<file path="src/hptrc_pkg.sv">
// Constants for the host port transmit and receive control block
package hptrc_pkg;
	localparam int unsigned APB_ADDR_W = 8;
	localparam int unsigned APB_DATA_W = 32;
	localparam int unsigned REG_W = 16;

	// Register indices; byte address is four times the index
	localparam logic [5:0] IDX_TRANSMIT_CONTROL = 6'h00;
	localparam logic [5:0] IDX_TRANSMIT_STATUS = 6'h02;
	localparam logic [5:0] IDX_RECEIVE_CONTROL = 6'h04;
	localparam logic [5:0] IDX_GLOBAL_SOFT_RESET = 6'h06;
	localparam logic [5:0] IDX_BUS_WIDTH_CONFIG = 6'h08;

	// Field positions
	localparam int unsigned BIT_SOFT_RESET = 0;
	localparam int unsigned BIT_BUS_WIDTH_16 = 0;
	localparam int unsigned BIT_CFG_WORD_BUS = 0;
	localparam int unsigned BIT_TX_RUN = 0;
	localparam int unsigned BIT_TX_CRC = 1;
	localparam int unsigned BIT_TX_PAD = 2;
	localparam int unsigned BIT_TX_PAUSE = 3;
	localparam int unsigned BIT_RX_BAD_CRC = 9;
	localparam int unsigned BIT_RX_PAUSE = 10;
	localparam int unsigned TX_CTRL_W = 4;
	localparam int unsigned FRAME_ID_W = 6;
	localparam int unsigned UNIT_COUNT = 5;

	// Reset values
	localparam logic [TX_CTRL_W-1:0] TX_CTRL_RESET = 4'h0;
	localparam logic [FRAME_ID_W-1:0] FRAME_ID_RESET = 6'h00;
	localparam logic [REG_W-1:0] REG_ZERO = 16'h0000;

	// Frame sizing
	localparam int unsigned LEN_W = 11;
	localparam int unsigned PAD_W = 7;
	localparam logic [LEN_W-1:0] MIN_FRAME_BYTES = 11'h040;

	// Pause quantum: 512 bit times at 100 Mb/s
	localparam int unsigned CLK_PERIOD_PS = 5000;
	localparam int unsigned PAUSE_QUANTUM_NS = 5120;
	localparam int unsigned PAUSE_QUANTUM_CYCLES = (PAUSE_QUANTUM_NS * 1000) / CLK_PERIOD_PS;
	localparam int unsigned QUANTA_W = 16;

	typedef enum logic [1:0] {
		HPTRC_TX_STOPPED = 2'b00,
		HPTRC_TX_RUNNING = 2'b01,
		HPTRC_TX_DRAINING = 2'b10
	} hptrc_tx_state_t;
endpackage

</file>
<file path="src/hptrc_pad_calc.sv">
// Short-frame padding length calculation
`timescale 1ns/1ps
module hptrc_pad_calc (
	input wire logic core_clk,
	input wire logic resetn,
	input wire logic soft_reset,
	input wire logic frame_start,
	input wire logic [hptrc_pkg::LEN_W-1:0] frame_length,
	input wire logic pad_enable,
	output logic [hptrc_pkg::PAD_W-1:0] pad_bytes
);
	import hptrc_pkg::*;

	logic [PAD_W-1:0] pad_q;
	logic [PAD_W-1:0] pad_d;
	logic [LEN_W-1:0] short_by;

	always_comb begin
		short_by = MIN_FRAME_BYTES - frame_length;
		pad_d = pad_q;
		if (soft_reset) begin
			pad_d = '0;
		end else if (frame_start) begin
			if (pad_enable && (frame_length < MIN_FRAME_BYTES)) begin
				pad_d = short_by[PAD_W-1:0];
			end else begin
				pad_d = '0;
			end
		end
	end

	always_ff @(posedge core_clk) begin
		if (!resetn) begin
			pad_q <= '0;
		end else begin
			pad_q <= pad_d;
		end
	end

	assign pad_bytes = pad_q;
endmodule

</file>
<file path="src/hptrc_top.sv">
// Host port transmit and receive control registers with APB access
//
// Chosen here: the APB slave port.
`timescale 1ns/1ps
module hptrc_top #(
	parameter int unsigned ADDR_W = hptrc_pkg::APB_ADDR_W,
	parameter int unsigned QUANTUM_CYCLES = hptrc_pkg::PAUSE_QUANTUM_CYCLES
) (
	input wire logic core_clk,
	input wire logic resetn,
	input wire logic [ADDR_W-1:0] paddr,
	input wire logic psel,
	input wire logic penable,
	input wire logic pwrite,
	input wire logic [hptrc_pkg::APB_DATA_W-1:0] pwdata,
	output logic [hptrc_pkg::APB_DATA_W-1:0] prdata,
	output logic pready,
	output logic pslverr,
	input wire logic config_memory_enable_pin,
	input wire logic cfg_word_valid,
	input wire logic [hptrc_pkg::REG_W-1:0] cfg_word,
	output logic [hptrc_pkg::UNIT_COUNT-1:0] unit_soft_reset,
	output logic bus_width_16,
	input wire logic tx_frame_start,
	input wire logic [hptrc_pkg::LEN_W-1:0] tx_frame_length,
	input wire logic tx_frame_active,
	input wire logic tx_frame_done,
	input wire logic [hptrc_pkg::FRAME_ID_W-1:0] tx_done_frame_id,
	output logic tx_running,
	output logic tx_crc_append,
	output logic [hptrc_pkg::PAD_W-1:0] tx_pad_bytes,
	input wire logic rx_fifo_at_threshold,
	input wire logic switch_flow_ctrl_enable,
	output logic tx_pause_request,
	input wire logic rx_pause_received,
	input wire logic [hptrc_pkg::QUANTA_W-1:0] rx_pause_quanta,
	output logic tx_hold,
	input wire logic rx_frame_end,
	input wire logic rx_frame_crc_error,
	output logic rx_frame_admit,
	output logic rx_frame_discard
);
	import hptrc_pkg::*;

	localparam int unsigned PRESC_W = $clog2(QUANTUM_CYCLES + 1);
	localparam logic [PRESC_W-1:0] PRESC_LAST = PRESC_W'(QUANTUM_CYCLES - 1);

	// Bus interface state: only the hard reset touches it
	logic pready_q;
	logic pready_d;
	logic pslverr_q;
	logic pslverr_d;
	logic [APB_DATA_W-1:0] prdata_q;
	logic [APB_DATA_W-1:0] prdata_d;
	logic soft_q;
	logic soft_d;
	logic bus16_q;
	logic bus16_d;

	// Queue and MAC control state, cleared by soft reset too
	logic [TX_CTRL_W-1:0] transmit_control_q;
	logic [TX_CTRL_W-1:0] transmit_control_d;
	logic rx_pause_en_q;
	logic rx_pause_en_d;
	logic rx_bad_crc_q;
	logic rx_bad_crc_d;
	logic [FRAME_ID_W-1:0] frame_id_q;
	logic [FRAME_ID_W-1:0] frame_id_d;

	logic setup;
	logic access_wr;
	logic [5:0] idx;
	logic aligned;
	logic hit;
	logic [REG_W-1:0] rd_val;

	always_comb begin
		idx = 6'(paddr[ADDR_W-1:2]);
		aligned = (paddr[1:0] == 2'h0) && ((paddr >> 2) == ADDR_W'(idx));
		setup = psel && !penable;
		access_wr = psel && penable && pready_q && pwrite && !pslverr_q;
		hit = 1'b0;
		rd_val = REG_ZERO;
		case (idx)
			IDX_TRANSMIT_CONTROL: begin
				hit = 1'b1;
				rd_val[TX_CTRL_W-1:0] = transmit_control_q;
			end
			IDX_TRANSMIT_STATUS: begin
				hit = 1'b1;
				rd_val[FRAME_ID_W-1:0] = frame_id_q;
			end
			IDX_RECEIVE_CONTROL: begin
				hit = 1'b1;
				rd_val[BIT_RX_PAUSE] = rx_pause_en_q;
				rd_val[BIT_RX_BAD_CRC] = rx_bad_crc_q;
			end
			IDX_GLOBAL_SOFT_RESET: begin
				hit = 1'b1;
				rd_val[BIT_SOFT_RESET] = soft_q;
			end
			IDX_BUS_WIDTH_CONFIG: begin
				hit = 1'b1;
				rd_val[BIT_BUS_WIDTH_16] = bus16_q;
			end
			default: begin
				hit = 1'b0;
			end
		endcase
		hit = hit && aligned;
	end

	// No wait state: answer is prepared in setup so pready comes from a flop
	always_comb begin
		pready_d = setup;
		pslverr_d = 1'b0;
		prdata_d = prdata_q;
		if (setup) begin
			pslverr_d = !hit;
			prdata_d = (hit && !pwrite) ? APB_DATA_W'(rd_val) : '0;
		end
	end

	always_comb begin
		soft_d = soft_q;
		if (access_wr && (idx == IDX_GLOBAL_SOFT_RESET)) begin
			soft_d = pwdata[BIT_SOFT_RESET];
		end
		bus16_d = bus16_q;
		if (!config_memory_enable_pin) begin
			bus16_d = 1'b0;
		end else if (cfg_word_valid) begin
			bus16_d = cfg_word[BIT_CFG_WORD_BUS];
		end
	end

	// Bus interface flops ignore the soft reset
	always_ff @(posedge core_clk) begin
		if (!resetn) begin
			pready_q <= 1'b0;
			pslverr_q <= 1'b0;
			prdata_q <= '0;
			soft_q <= 1'b0;
			bus16_q <= 1'b0;
		end else begin
			pready_q <= pready_d;
			pslverr_q <= pslverr_d;
			prdata_q <= prdata_d;
			soft_q <= soft_d;
			bus16_q <= bus16_d;
		end
	end

	always_comb begin
		transmit_control_d = transmit_control_q;
		rx_pause_en_d = rx_pause_en_q;
		rx_bad_crc_d = rx_bad_crc_q;
		frame_id_d = frame_id_q;
		if (soft_q) begin
			transmit_control_d = TX_CTRL_RESET;
			rx_pause_en_d = 1'b0;
			rx_bad_crc_d = 1'b0;
			frame_id_d = FRAME_ID_RESET;
		end else begin
			if (access_wr && (idx == IDX_TRANSMIT_CONTROL)) begin
				transmit_control_d = pwdata[TX_CTRL_W-1:0];
			end
			if (access_wr && (idx == IDX_RECEIVE_CONTROL)) begin
				rx_pause_en_d = pwdata[BIT_RX_PAUSE];
				rx_bad_crc_d = pwdata[BIT_RX_BAD_CRC];
			end
			if (tx_frame_done) begin
				frame_id_d = tx_done_frame_id;
			end
		end
	end

	always_ff @(posedge core_clk) begin
		if (!resetn) begin
			transmit_control_q <= TX_CTRL_RESET;
			rx_pause_en_q <= 1'b0;
			rx_bad_crc_q <= 1'b0;
			frame_id_q <= FRAME_ID_RESET;
		end else begin
			transmit_control_q <= transmit_control_d;
			rx_pause_en_q <= rx_pause_en_d;
			rx_bad_crc_q <= rx_bad_crc_d;
			frame_id_q <= frame_id_d;
		end
	end

	// Transmit run state
	hptrc_tx_state_t tx_state_q;
	hptrc_tx_state_t tx_state_d;

	always_comb begin
		tx_state_d = tx_state_q;
		case (tx_state_q)
			HPTRC_TX_STOPPED: begin
				if (transmit_control_q[BIT_TX_RUN]) begin
					tx_state_d = HPTRC_TX_RUNNING;
				end
			end
			HPTRC_TX_RUNNING: begin
				if (!transmit_control_q[BIT_TX_RUN]) begin
					tx_state_d = tx_frame_active ? HPTRC_TX_DRAINING : HPTRC_TX_STOPPED;
				end
			end
			HPTRC_TX_DRAINING: begin
				if (transmit_control_q[BIT_TX_RUN]) begin
					tx_state_d = HPTRC_TX_RUNNING;
				end else if (!tx_frame_active) begin
					tx_state_d = HPTRC_TX_STOPPED;
				end
			end
			default: begin
				tx_state_d = HPTRC_TX_STOPPED;
			end
		endcase
		if (soft_q) begin
			tx_state_d = HPTRC_TX_STOPPED;
		end
	end

	always_ff @(posedge core_clk) begin
		if (!resetn) begin
			tx_state_q <= HPTRC_TX_STOPPED;
		end else begin
			tx_state_q <= tx_state_d;
		end
	end

	// Pause timer; a new pause frame reloads it, as the link expects
	logic [QUANTA_W-1:0] quanta_q;
	logic [QUANTA_W-1:0] quanta_d;
	logic [PRESC_W-1:0] presc_q;
	logic [PRESC_W-1:0] presc_d;

	always_comb begin
		quanta_d = quanta_q;
		presc_d = presc_q;
		if (soft_q || !rx_pause_en_q) begin
			quanta_d = '0;
			presc_d = '0;
		end else if (rx_pause_received) begin
			quanta_d = rx_pause_quanta;
			presc_d = '0;
		end else if (quanta_q != '0) begin
			if (presc_q == PRESC_LAST) begin
				presc_d = '0;
				quanta_d = quanta_q - 1'b1;
			end else begin
				presc_d = presc_q + 1'b1;
			end
		end
	end

	always_ff @(posedge core_clk) begin
		if (!resetn) begin
			quanta_q <= '0;
			presc_q <= '0;
		end else begin
			quanta_q <= quanta_d;
			presc_q <= presc_d;
		end
	end

	// Registered outputs toward the units
	logic [UNIT_COUNT-1:0] unit_rst_q;
	logic [UNIT_COUNT-1:0] unit_rst_d;
	logic tx_running_q;
	logic tx_running_d;
	logic tx_crc_q;
	logic tx_crc_d;
	logic pause_req_q;
	logic pause_req_d;
	logic hold_q;
	logic hold_d;
	logic admit_q;
	logic admit_d;
	logic discard_q;
	logic discard_d;

	always_comb begin
		tx_running_d = (tx_state_d == HPTRC_TX_RUNNING);
		tx_crc_d = transmit_control_d[BIT_TX_CRC];
		hold_d = (quanta_d != '0);
		unit_rst_d = {UNIT_COUNT{soft_q}};
		pause_req_d = transmit_control_q[BIT_TX_PAUSE] && switch_flow_ctrl_enable && rx_fifo_at_threshold && !soft_q;
		admit_d = rx_frame_end && !soft_q && (!rx_frame_crc_error || rx_bad_crc_q);
		discard_d = rx_frame_end && !soft_q && rx_frame_crc_error && !rx_bad_crc_q;
	end

	always_ff @(posedge core_clk) begin
		if (!resetn) begin
			unit_rst_q <= '0;
			tx_running_q <= 1'b0;
			tx_crc_q <= 1'b0;
			pause_req_q <= 1'b0;
			hold_q <= 1'b0;
			admit_q <= 1'b0;
			discard_q <= 1'b0;
		end else begin
			unit_rst_q <= unit_rst_d;
			tx_running_q <= tx_running_d;
			tx_crc_q <= tx_crc_d;
			pause_req_q <= pause_req_d;
			hold_q <= hold_d;
			admit_q <= admit_d;
			discard_q <= discard_d;
		end
	end

	// Padding length only; CRC pairing is left to software
	hptrc_pad_calc u_pad (
		.core_clk(core_clk),
		.resetn(resetn),
		.soft_reset(soft_q),
		.frame_start(tx_frame_start),
		.frame_length(tx_frame_length),
		.pad_enable(transmit_control_q[BIT_TX_PAD]),
		.pad_bytes(tx_pad_bytes)
	);

	assign prdata = prdata_q;
	assign pready = pready_q;
	assign pslverr = pslverr_q;
	assign unit_soft_reset = unit_rst_q;
	assign bus_width_16 = bus16_q;
	assign tx_running = tx_running_q;
	assign tx_crc_append = tx_crc_q;
	assign tx_pause_request = pause_req_q;
	assign tx_hold = hold_q;
	assign rx_frame_admit = admit_q;
	assign rx_frame_discard = discard_q;
endmodule

</file>
<file path="config.mk">
export PLATFORM = sky130hd
export DESIGN_NAME = hptrc_top
export DESIGN_NICKNAME = d
export VERILOG_FILES = /design/src/hptrc_pkg.sv /design/src/hptrc_pad_calc.sv /design/src/hptrc_top.sv
export SDC_FILE = /design/constraint.sdc
export NUM_CORES = 1
export LEC_CHECK = 0
export ABC_AREA = 1
export BUFFER_PORTS_ARGS = -buffer_cell sky130_fd_sc_hd__buf_2
export CAP_MARGIN = 40
export CORE_ASPECT_RATIO = 1.25
export CORE_MARGIN = 8
export CORE_UTILIZATION = 40
export DETAILED_ROUTE_END_ITERATION = 10
export GPL_TIMING_DRIVEN = 0
export HOLD_SLACK_MARGIN = 0.06
export PLACE_DENSITY_LB_ADDON = 0.3
export SETUP_SLACK_MARGIN = 0.2
export SLEW_MARGIN = 20
export SYNTH_ARGS = -nofsm -noshare
export SYNTH_HDL_FRONTEND = slang
export SYNTH_SLANG_ARGS = --single-unit
</file>
<file path="constraint.sdc">
create_clock -name core_clk -period 2.35 [get_ports core_clk]
set_input_delay 0.1175 -clock core_clk [delete_from_list [all_inputs] [get_ports core_clk]]
set_output_delay 0.1175 -clock core_clk [all_outputs]
set_load 0.01 [all_outputs]
</file>
==> key figures, run 1 <==
Run status
  • Status: complete, no violations

Floorplan
  • Height of the die: roughly 130 µm
  • Row Count: 40
  • Core Area: 0.00951 mm²
  • Die area: 0.0131 mm²
  • Starting Density: 40.8%
  • Ports: 157
  • Die Span X: 104 µm

Final layout
  • Final instance area: 0.00510 mm²
  • Layout net count: 841
  • Register area: 0.00132 mm²
  • Number of diodes: 0
  • Area delta synth->final: 31.3%
  • Layout cells sized above 1: 25.4%
  • Layout fillers: about 960
  • Multi-input gate area: 0.00209 mm²

Synth
  • Flop and latch count out of synthesis: 66
  • Netlist cell types: 43
  • Seq/Total Area, Yosys: 34.0%
  • Synth Instances: roughly 600
  • Cell Area, Synth: 0.00388 mm²
  • YS warnings: 0
  • Mapped Avg Cell Area: 6.61 µm²

Power
  • Tot Pwr: 2.73 mW
  • Worst vdd ir: 398 µV
  • Pwr Density: 536 mW/mm²
  • Lkg Pwr: approximately 2.6 nW

Placement
  • Gpl congestion: 0.902
  • Area after DPL: 0.00459 mm²
  • PortBufs: 91
  • Post-DP HPWL: 8680 µm

GRT
  • First-pass GRT wire length: 18300 µm
  • Initial antenna violation count: 0
  • Largest net degree at the start of global routing: 11
  • Vias in the first global route: roughly 4k
  • GRT Total Usage: approximately 17%
  • Overflow after GRT: 0

Clock network
  • Clock buffer count from CTS: 9
  • CTS H-Tree Depth: 3
  • Root Buffer: clkbuf_16
  • Clk_lat worst skew: 0.33 ns
  • Clk slew on worst S/H paths: 0.05 ns
  • TritonCTS clock tree: built
  • Clock Path Buffers: 2
  • CTS Sinks: 66

Worst setup path
  • R2R setup slack: 0.35 ns
  • Worst r2r src: soft_q$_SDFFE_PN0P_
  • WP data required: 2.55 ns
  • Worst setup SP type: register
  • Worst Path Arrival: 2.20 ns
  • CP Max Fanout: 10
  • Critical Path Sink Type: register
  • Crit Path Class: register to register
  • Crit path from: soft_q$_SDFFE_PN0P_

Detailed routing
  • DR DRC count: 0
  • Routed Antenna Nets: 0
  • Initial drt markers: 233
  • Drt pass-1 iters: 6
  • WL per Instance: 12.9 µm
  • Final Routed Wirelength: between 10000 and 15000 µm
  • Vias/cell: 4.61
  • Vias: ~4.0k

Timing
  • Slew Viols, Final: 0
  • Clock skew: 0.00793 ns
  • Hold slack: 0.0784 ns
  • Unrepaired setup endpoints after global routing: no
  • Hold violation count in the final report: 0
  • Tmin final: about 2 ns
  • Period Utilization, post-route: 85.0%
  • Setup TNS: 0 ns
  • Slew at the pin closest to its max-slew limit: 0.559 ns
  • Final setup vio count: 0
  • Achievable Freq: 501 MHz
  • Worst rel slew slack: between 60 and 70%

Job
  • Max_cap viols: 0

Hold path
  • Worst Hold Class: primary input to register
  • Hold_sp: pwdata[10]
-- path summary, 6_finish.rpt --
path                            cells after the start                          to
worst max-delay path                               10          tx_hold$_SDFF_PN0_
worst min-delay path                                3  rx_pause_en_q$_SDFFE_PP0P_
worst max register to register                     10          tx_hold$_SDFF_PN0_
worst min register to register                      1     presc_q[0]$_SDFFE_PP0N_
-- state kept, by name, indices dropped and copies added, names as in the netlist --
register	flops
pslverr	1
frame_id_q	6
pready	1
quanta_q	16
rx_frame_discard	1
u_pad.pad_bytes	7
prdata	8
presc_q	11
tx_state_q	2
tx_pause_request	1
tx_hold	1
unit_soft_reset	1
soft_q	1
tx_running	1
bus_width_16	1
rx_frame_admit	1
transmit_control_q	4
rx_pause_en_q	1
rx_bad_crc_q	1
-- per-stage QoR --
| stage | cells | utilization, % | worst slack, ns |
|---|---|---|---|
| floorplan | 610 | - | 0.626 |
| global placement | 827 | 48.2 | 0.326 |
| detailed placement | 828 | 48.2 | 0.297 |
| CTS | 860 | 53.2 | 0.262 |
| global route | 863 | 53.6 | 0.190 |
| finish | 863 | 53.6 | 0.353 |
-- worst max-delay path, cell delays in order (launching register included) --
cell            delay [ns]
dfxtp_1               0.49
nor2_1                0.09
inv_1                 0.21
dlymetal6s2s_1        0.39
nor2_1                0.12
nand2_1               0.11
nand2_1               0.05
nor2_1                0.16
nand2_1               0.08
nor2_1                0.11
nor2_1                0.05
-- routing by layer --
metal	wire (µm)	vias up	GRT usage [%]
li1	-	2099	-
met2	5730	107	31.5
met5	0	-	0
met4	252	0	7.43
met1	4570	1753	16.6
met3	582	19	5.15
-- final cells by class --
type | count | share of cell area [%]
Timing Repair Buffer | 112 | 12.8
Multi-Input combinational cell | 438 | 41.1
Sequential cell | 66 | 26.0
Inverter | 67 | 5.08
Clock buffer | 13 | 5.30
Buffer | 39 | 5.99
Tap cell | 126 | 3.09
Clock inverter | 2 | 0.687
-- repair_timing --
action	CTS	global route
setup endpoints to repair	0	1
hold buffers	17	0
setup buffers	0	3
endpoints found under the hold margin	14	0
gates resized for setup	0	6
-- cell usage after synthesis (all sizes together) --
master / n / area (µm²)
clkinv: 1 / 8.76
dlygate4sd1: 1 / 8.76
nand2: 156 / 621
o21ai: 16 / 83.8
nor4: 2 / 12.5
dlymetal6s2s: 1 / 12.5
clkbuf: 2 / 7.51
o21a: 1 / 7.51
o211ai: 7 / 52.6
conb: 1 / 3.75
xnor2: 1 / 8.76
nand3: 45 / 253
a21oi: 33 / 165
ha: 4 / 50.1
a22oi: 1 / 7.51
buf: 35 / 277
xor2: 2 / 17.5
inv: 66 / 250
nor3b: 1 / 7.51
nor3: 10 / 65.1
dfxtp: 66 / 1320
and2: 1 / 6.26
and3: 1 / 6.26
nand4: 8 / 50.1
o22ai: 1 / 6.26
nand3b: 2 / 15.0
nor2: 118 / 528
a211oi: 3 / 22.5
o21bai: 1 / 7.51
-- layout by cell type, fill, tap and decap left out, drive strengths merged --
cell type / count
dfxtp: 66
o211ai: 7
buf: 130
clkinv: 2
xnor2: 1
nand4: 8
nor4: 2
and3: 1
o21a: 1
bufinv: 1
dlymetal6s2s: 1
inv: 66
o21bai: 1
a211oi: 3
clkbuf: 15
nor2: 118
a21oi: 33
nand2: 156
dlygate4sd1: 1
nor3: 10
o21ai: 16
and2: 1
o22ai: 1
nor3b: 1
xor2: 2
conb: 24
dlygate4sd3: 17
nand3b: 2
nand3: 45
a22oi: 1
ha: 4
-- power by group --
part / switching [mW] / internal, mW
clock network: 0.475 / 0.900
logic: 0.117 / 0.108
registers: 0.00469 / 1.13
total: 0.597 / 2.14
-- logic make-up (layout without fill, tap and decap cells) --
| logic type | after synthesis | count (layout) | share of synthesized area [%] |
|---|---|---|---|
| xor gates and xnor gates | 3 | 3 | 0.677 |
| and+or+nand+nor | 344 | 344 | 40.3 |
| other | 1 | 24 | 0.0966 |
| adders and majority gates | 4 | 4 | 1.29 |
| DFF | 66 | 66 | 34.0 |
| buffers and inverters | 106 | 233 | 14.5 |
| AOI/OAI and AO/OA | 63 | 63 | 9.09 |
Power figures use the tool's default switching activity.
==> inputs of run 2 (changes only) <==
==> constraint.sdc (replaced) <==
create_clock -name core_clk -period 1.7 [get_ports core_clk]
set_input_delay 0.085 -clock core_clk [delete_from_list [all_inputs] [get_ports core_clk]]
set_output_delay 0.085 -clock core_clk [all_outputs]
set_load 0.01 [all_outputs]
==> key figures, run 2 (synthesized netlist as in run 1, its figures left out) <==
Run status
  • Status: finished with violations
  • Failing checks: setup timing

Timing
  • Slew Viols, Final: 0
  • Unrepaired setup endpoints after global routing: yes
  • Slew at the pin closest to its max-slew limit: 0.561 ns
  • Tmin final: 1.85 ns
  • Period Utilization, post-route: 109%
  • Final worst slack: -0.150 ns
  • Hold violation count in the final report: 0
  • Clock skew: 0.00767 ns
  • Achievable Freq: 541 MHz
  • Worst rel slew slack: 62.6%
  • Hold slack: 0.0984 ns
  • Final setup vio count: 4

GRT
  • Initial antenna violation count: 0
  • First-pass GRT wire length: between 15000 and 20000 µm
  • Largest net degree at the start of global routing: 11
  • Vias in the first global route: 4258
  • Overflow after GRT: 0
  • GRT Total Usage: between 10% and 20%

Power
  • Switching power: 824 µW
  • Combinational cell fraction of total power: 9.5%
  • Part of the power in registers: 42.1%
  • Lkg Pwr: 2.86 nW
  • Sw frac: 22.2%
  • Pwr Density: 650 mW/mm²
  • Worst vdd ir: 535 µV
  • Clk pwr share: 48.4%
  • P_int: 2.89 mW

Worst setup path
  • CP Max Fanout: 4
  • Worst Path Arrival: 2.05 ns
  • Worst setup SP type: register
  • Critical-path top delay cell: dfxtp_4
  • WP data required: between 1.5 and 2 ns
  • Most frequent CP cell: nand2_1
  • Worst path cell trace: ha_4 -> inv_4 -> nor2_4 -> nand3_4 -> clkinv_4 -> buf_4 -> nand2_1 -> o21ai_0 -> o21ai_1 -> nand2_1 -> nand2_1 -> nor2_2 -> nand2_1 -> nor2_1 -> nor2_1
  • Max incr delay on CP: 0.37 ns
  • Crit Path Class: register to register
  • Critical Path Sink Type: register

Final layout
  • Commonest cells after routing, fill and taps aside: nand2_1, buf_2, nor2_1
  • Layout cells sized above 1: 34.7%
  • Max reg flops: 16
  • Number of diodes: 0
  • Reg with most FFs: quanta_q
  • Layout net count: 880
  • Area delta synth->final: 47.3%
  • Final instance area: 0.00572 mm²
  • Most common cell after layout, fill and taps aside: nand2_1

Placement
  • Gpl congestion: 0.896
  • Post-DP HPWL: 8710 µm
  • Area after DPL: 0.00463 mm²
  • PortBufs: roughly 90

Floorplan
  • Starting Density: a little over 40%
  • Height of the die: 126 µm
  • Ports: 157
  • Die area: 0.0131 mm²
  • Core Area: 0.00951 mm²
  • Die Span X: approximately 100 µm
  • Row Count: 40

Detailed routing
  • WL per Instance: 13.4 µm
  • Routed Antenna Nets: 0
  • Vias/cell: about 4.8
  • Vias: 4321
  • Drt pass-1 iters: 4
  • Initial drt markers: 199
  • DR DRC count: 0
  • Final Routed Wirelength: 12100 µm

Hold path
  • Worst Hold Class: primary input to register

Clock network
  • Clk_lat worst skew: 0.33 ns
  • Clock buffer count from CTS: 9
  • Clk slew on worst S/H paths: about 0.06 ns
  • Clock Path Buffers: 2
  • CTS H-Tree Depth: 3
  • CTS Sinks: 66
  • TritonCTS clock tree: built
  • Root Buffer: clkbuf_16

Job
  • Max_cap viols: 0
-- run 2: changes by cell type in the layout (fill, tap and decap cells not counted), sizes merged --
cell         delta
dlygate4sd3    +15
buf            +23
clkinv          +1
-- run 2: power by group through the flow --
stage | Clock (mW) | Combinational [mW] | Sequential, mW
floorplan | 0 | 0.163 | 1.60
finish | 1.80 | 0.353 | 1.56
detailed placement | 0 | 0.284 | 1.60
global route | 1.90 | 0.388 | 1.56
CTS | 1.83 | 0.338 | 1.56
global placement | 0 | 0.278 | 1.60
-- run 2: repair_timing --
action                                  4_1_cts  5_1_grt
setup buffers                                12       15
pin swaps                                    15       24
hold endpoints to repair                     23        0
hold buffers                                 32        0
resized for setup                            23       61
endpoints found under the setup margin       18       29
-- run 2: critical path, delay by kind of cell (launching register included) --
family | cells | cell delay (ns)
adder cells (fa/ha/maj) | 1 | 0.16
AO/OA/AOI/OAI | 2 | 0.16
AND/OR/NAND/NOR | 9 | 0.77
flip-flops | 1 | 0.37
buffers and inverters | 3 | 0.26
-- run 2: path summary, 6_finish.rpt --
path                                 from                     end  slack (ns)  depth (start not counted)
hold / removal                     resetn     soft_q$_SDFFE_PN0P_         0.1                          3
hold reg to reg    prdata[3]$_SDFFE_PN0P_  prdata[3]$_SDFFE_PN0P_        0.46                          2
setup / recovery  presc_q[0]$_SDFFE_PP0N_      tx_hold$_SDFF_PN0_       -0.15                         15
setup reg to reg  presc_q[0]$_SDFFE_PP0N_      tx_hold$_SDFF_PN0_       -0.15                         15
-- run 2: stage by stage --
stage / cells / TNS (ns) / total power, mW / setup WS [ns] / utilization, %
final: 902 / -0.305 / 3.72 / -0.150 / 60.1
after global routing: 902 / -0.794 / 3.85 / -0.257 / 60.1
after CTS: 887 / -0.135 / 3.73 / -0.112 / 56.9
after detailed placement: 828 / -0.172 / 1.88 / -0.172 / 48.7
after global placement: 827 / -0.182 / 1.88 / -0.182 / 48.6
after floorplan: 610 / 0 / 1.76 / 0.105 / -
-- run 2: layer usage --
metal | wire (µm) | track usage, %
met1 | 4570 | 17.3
met2 | 6410 | 33.7
met3 | 814 | 5.15
met4 | 294 | 7.17
met5 | 0 | 0
-- run 2: layout make-up --
class,count,area (µm²)
tap,126,158
multi-input combinational,438,2330
sequential,66,1340
timing repair buffer,151,1020
buffer,39,307
inverter,67,269
clock inverter,3,40.0
fill,854,3790
clock buffer,12,246
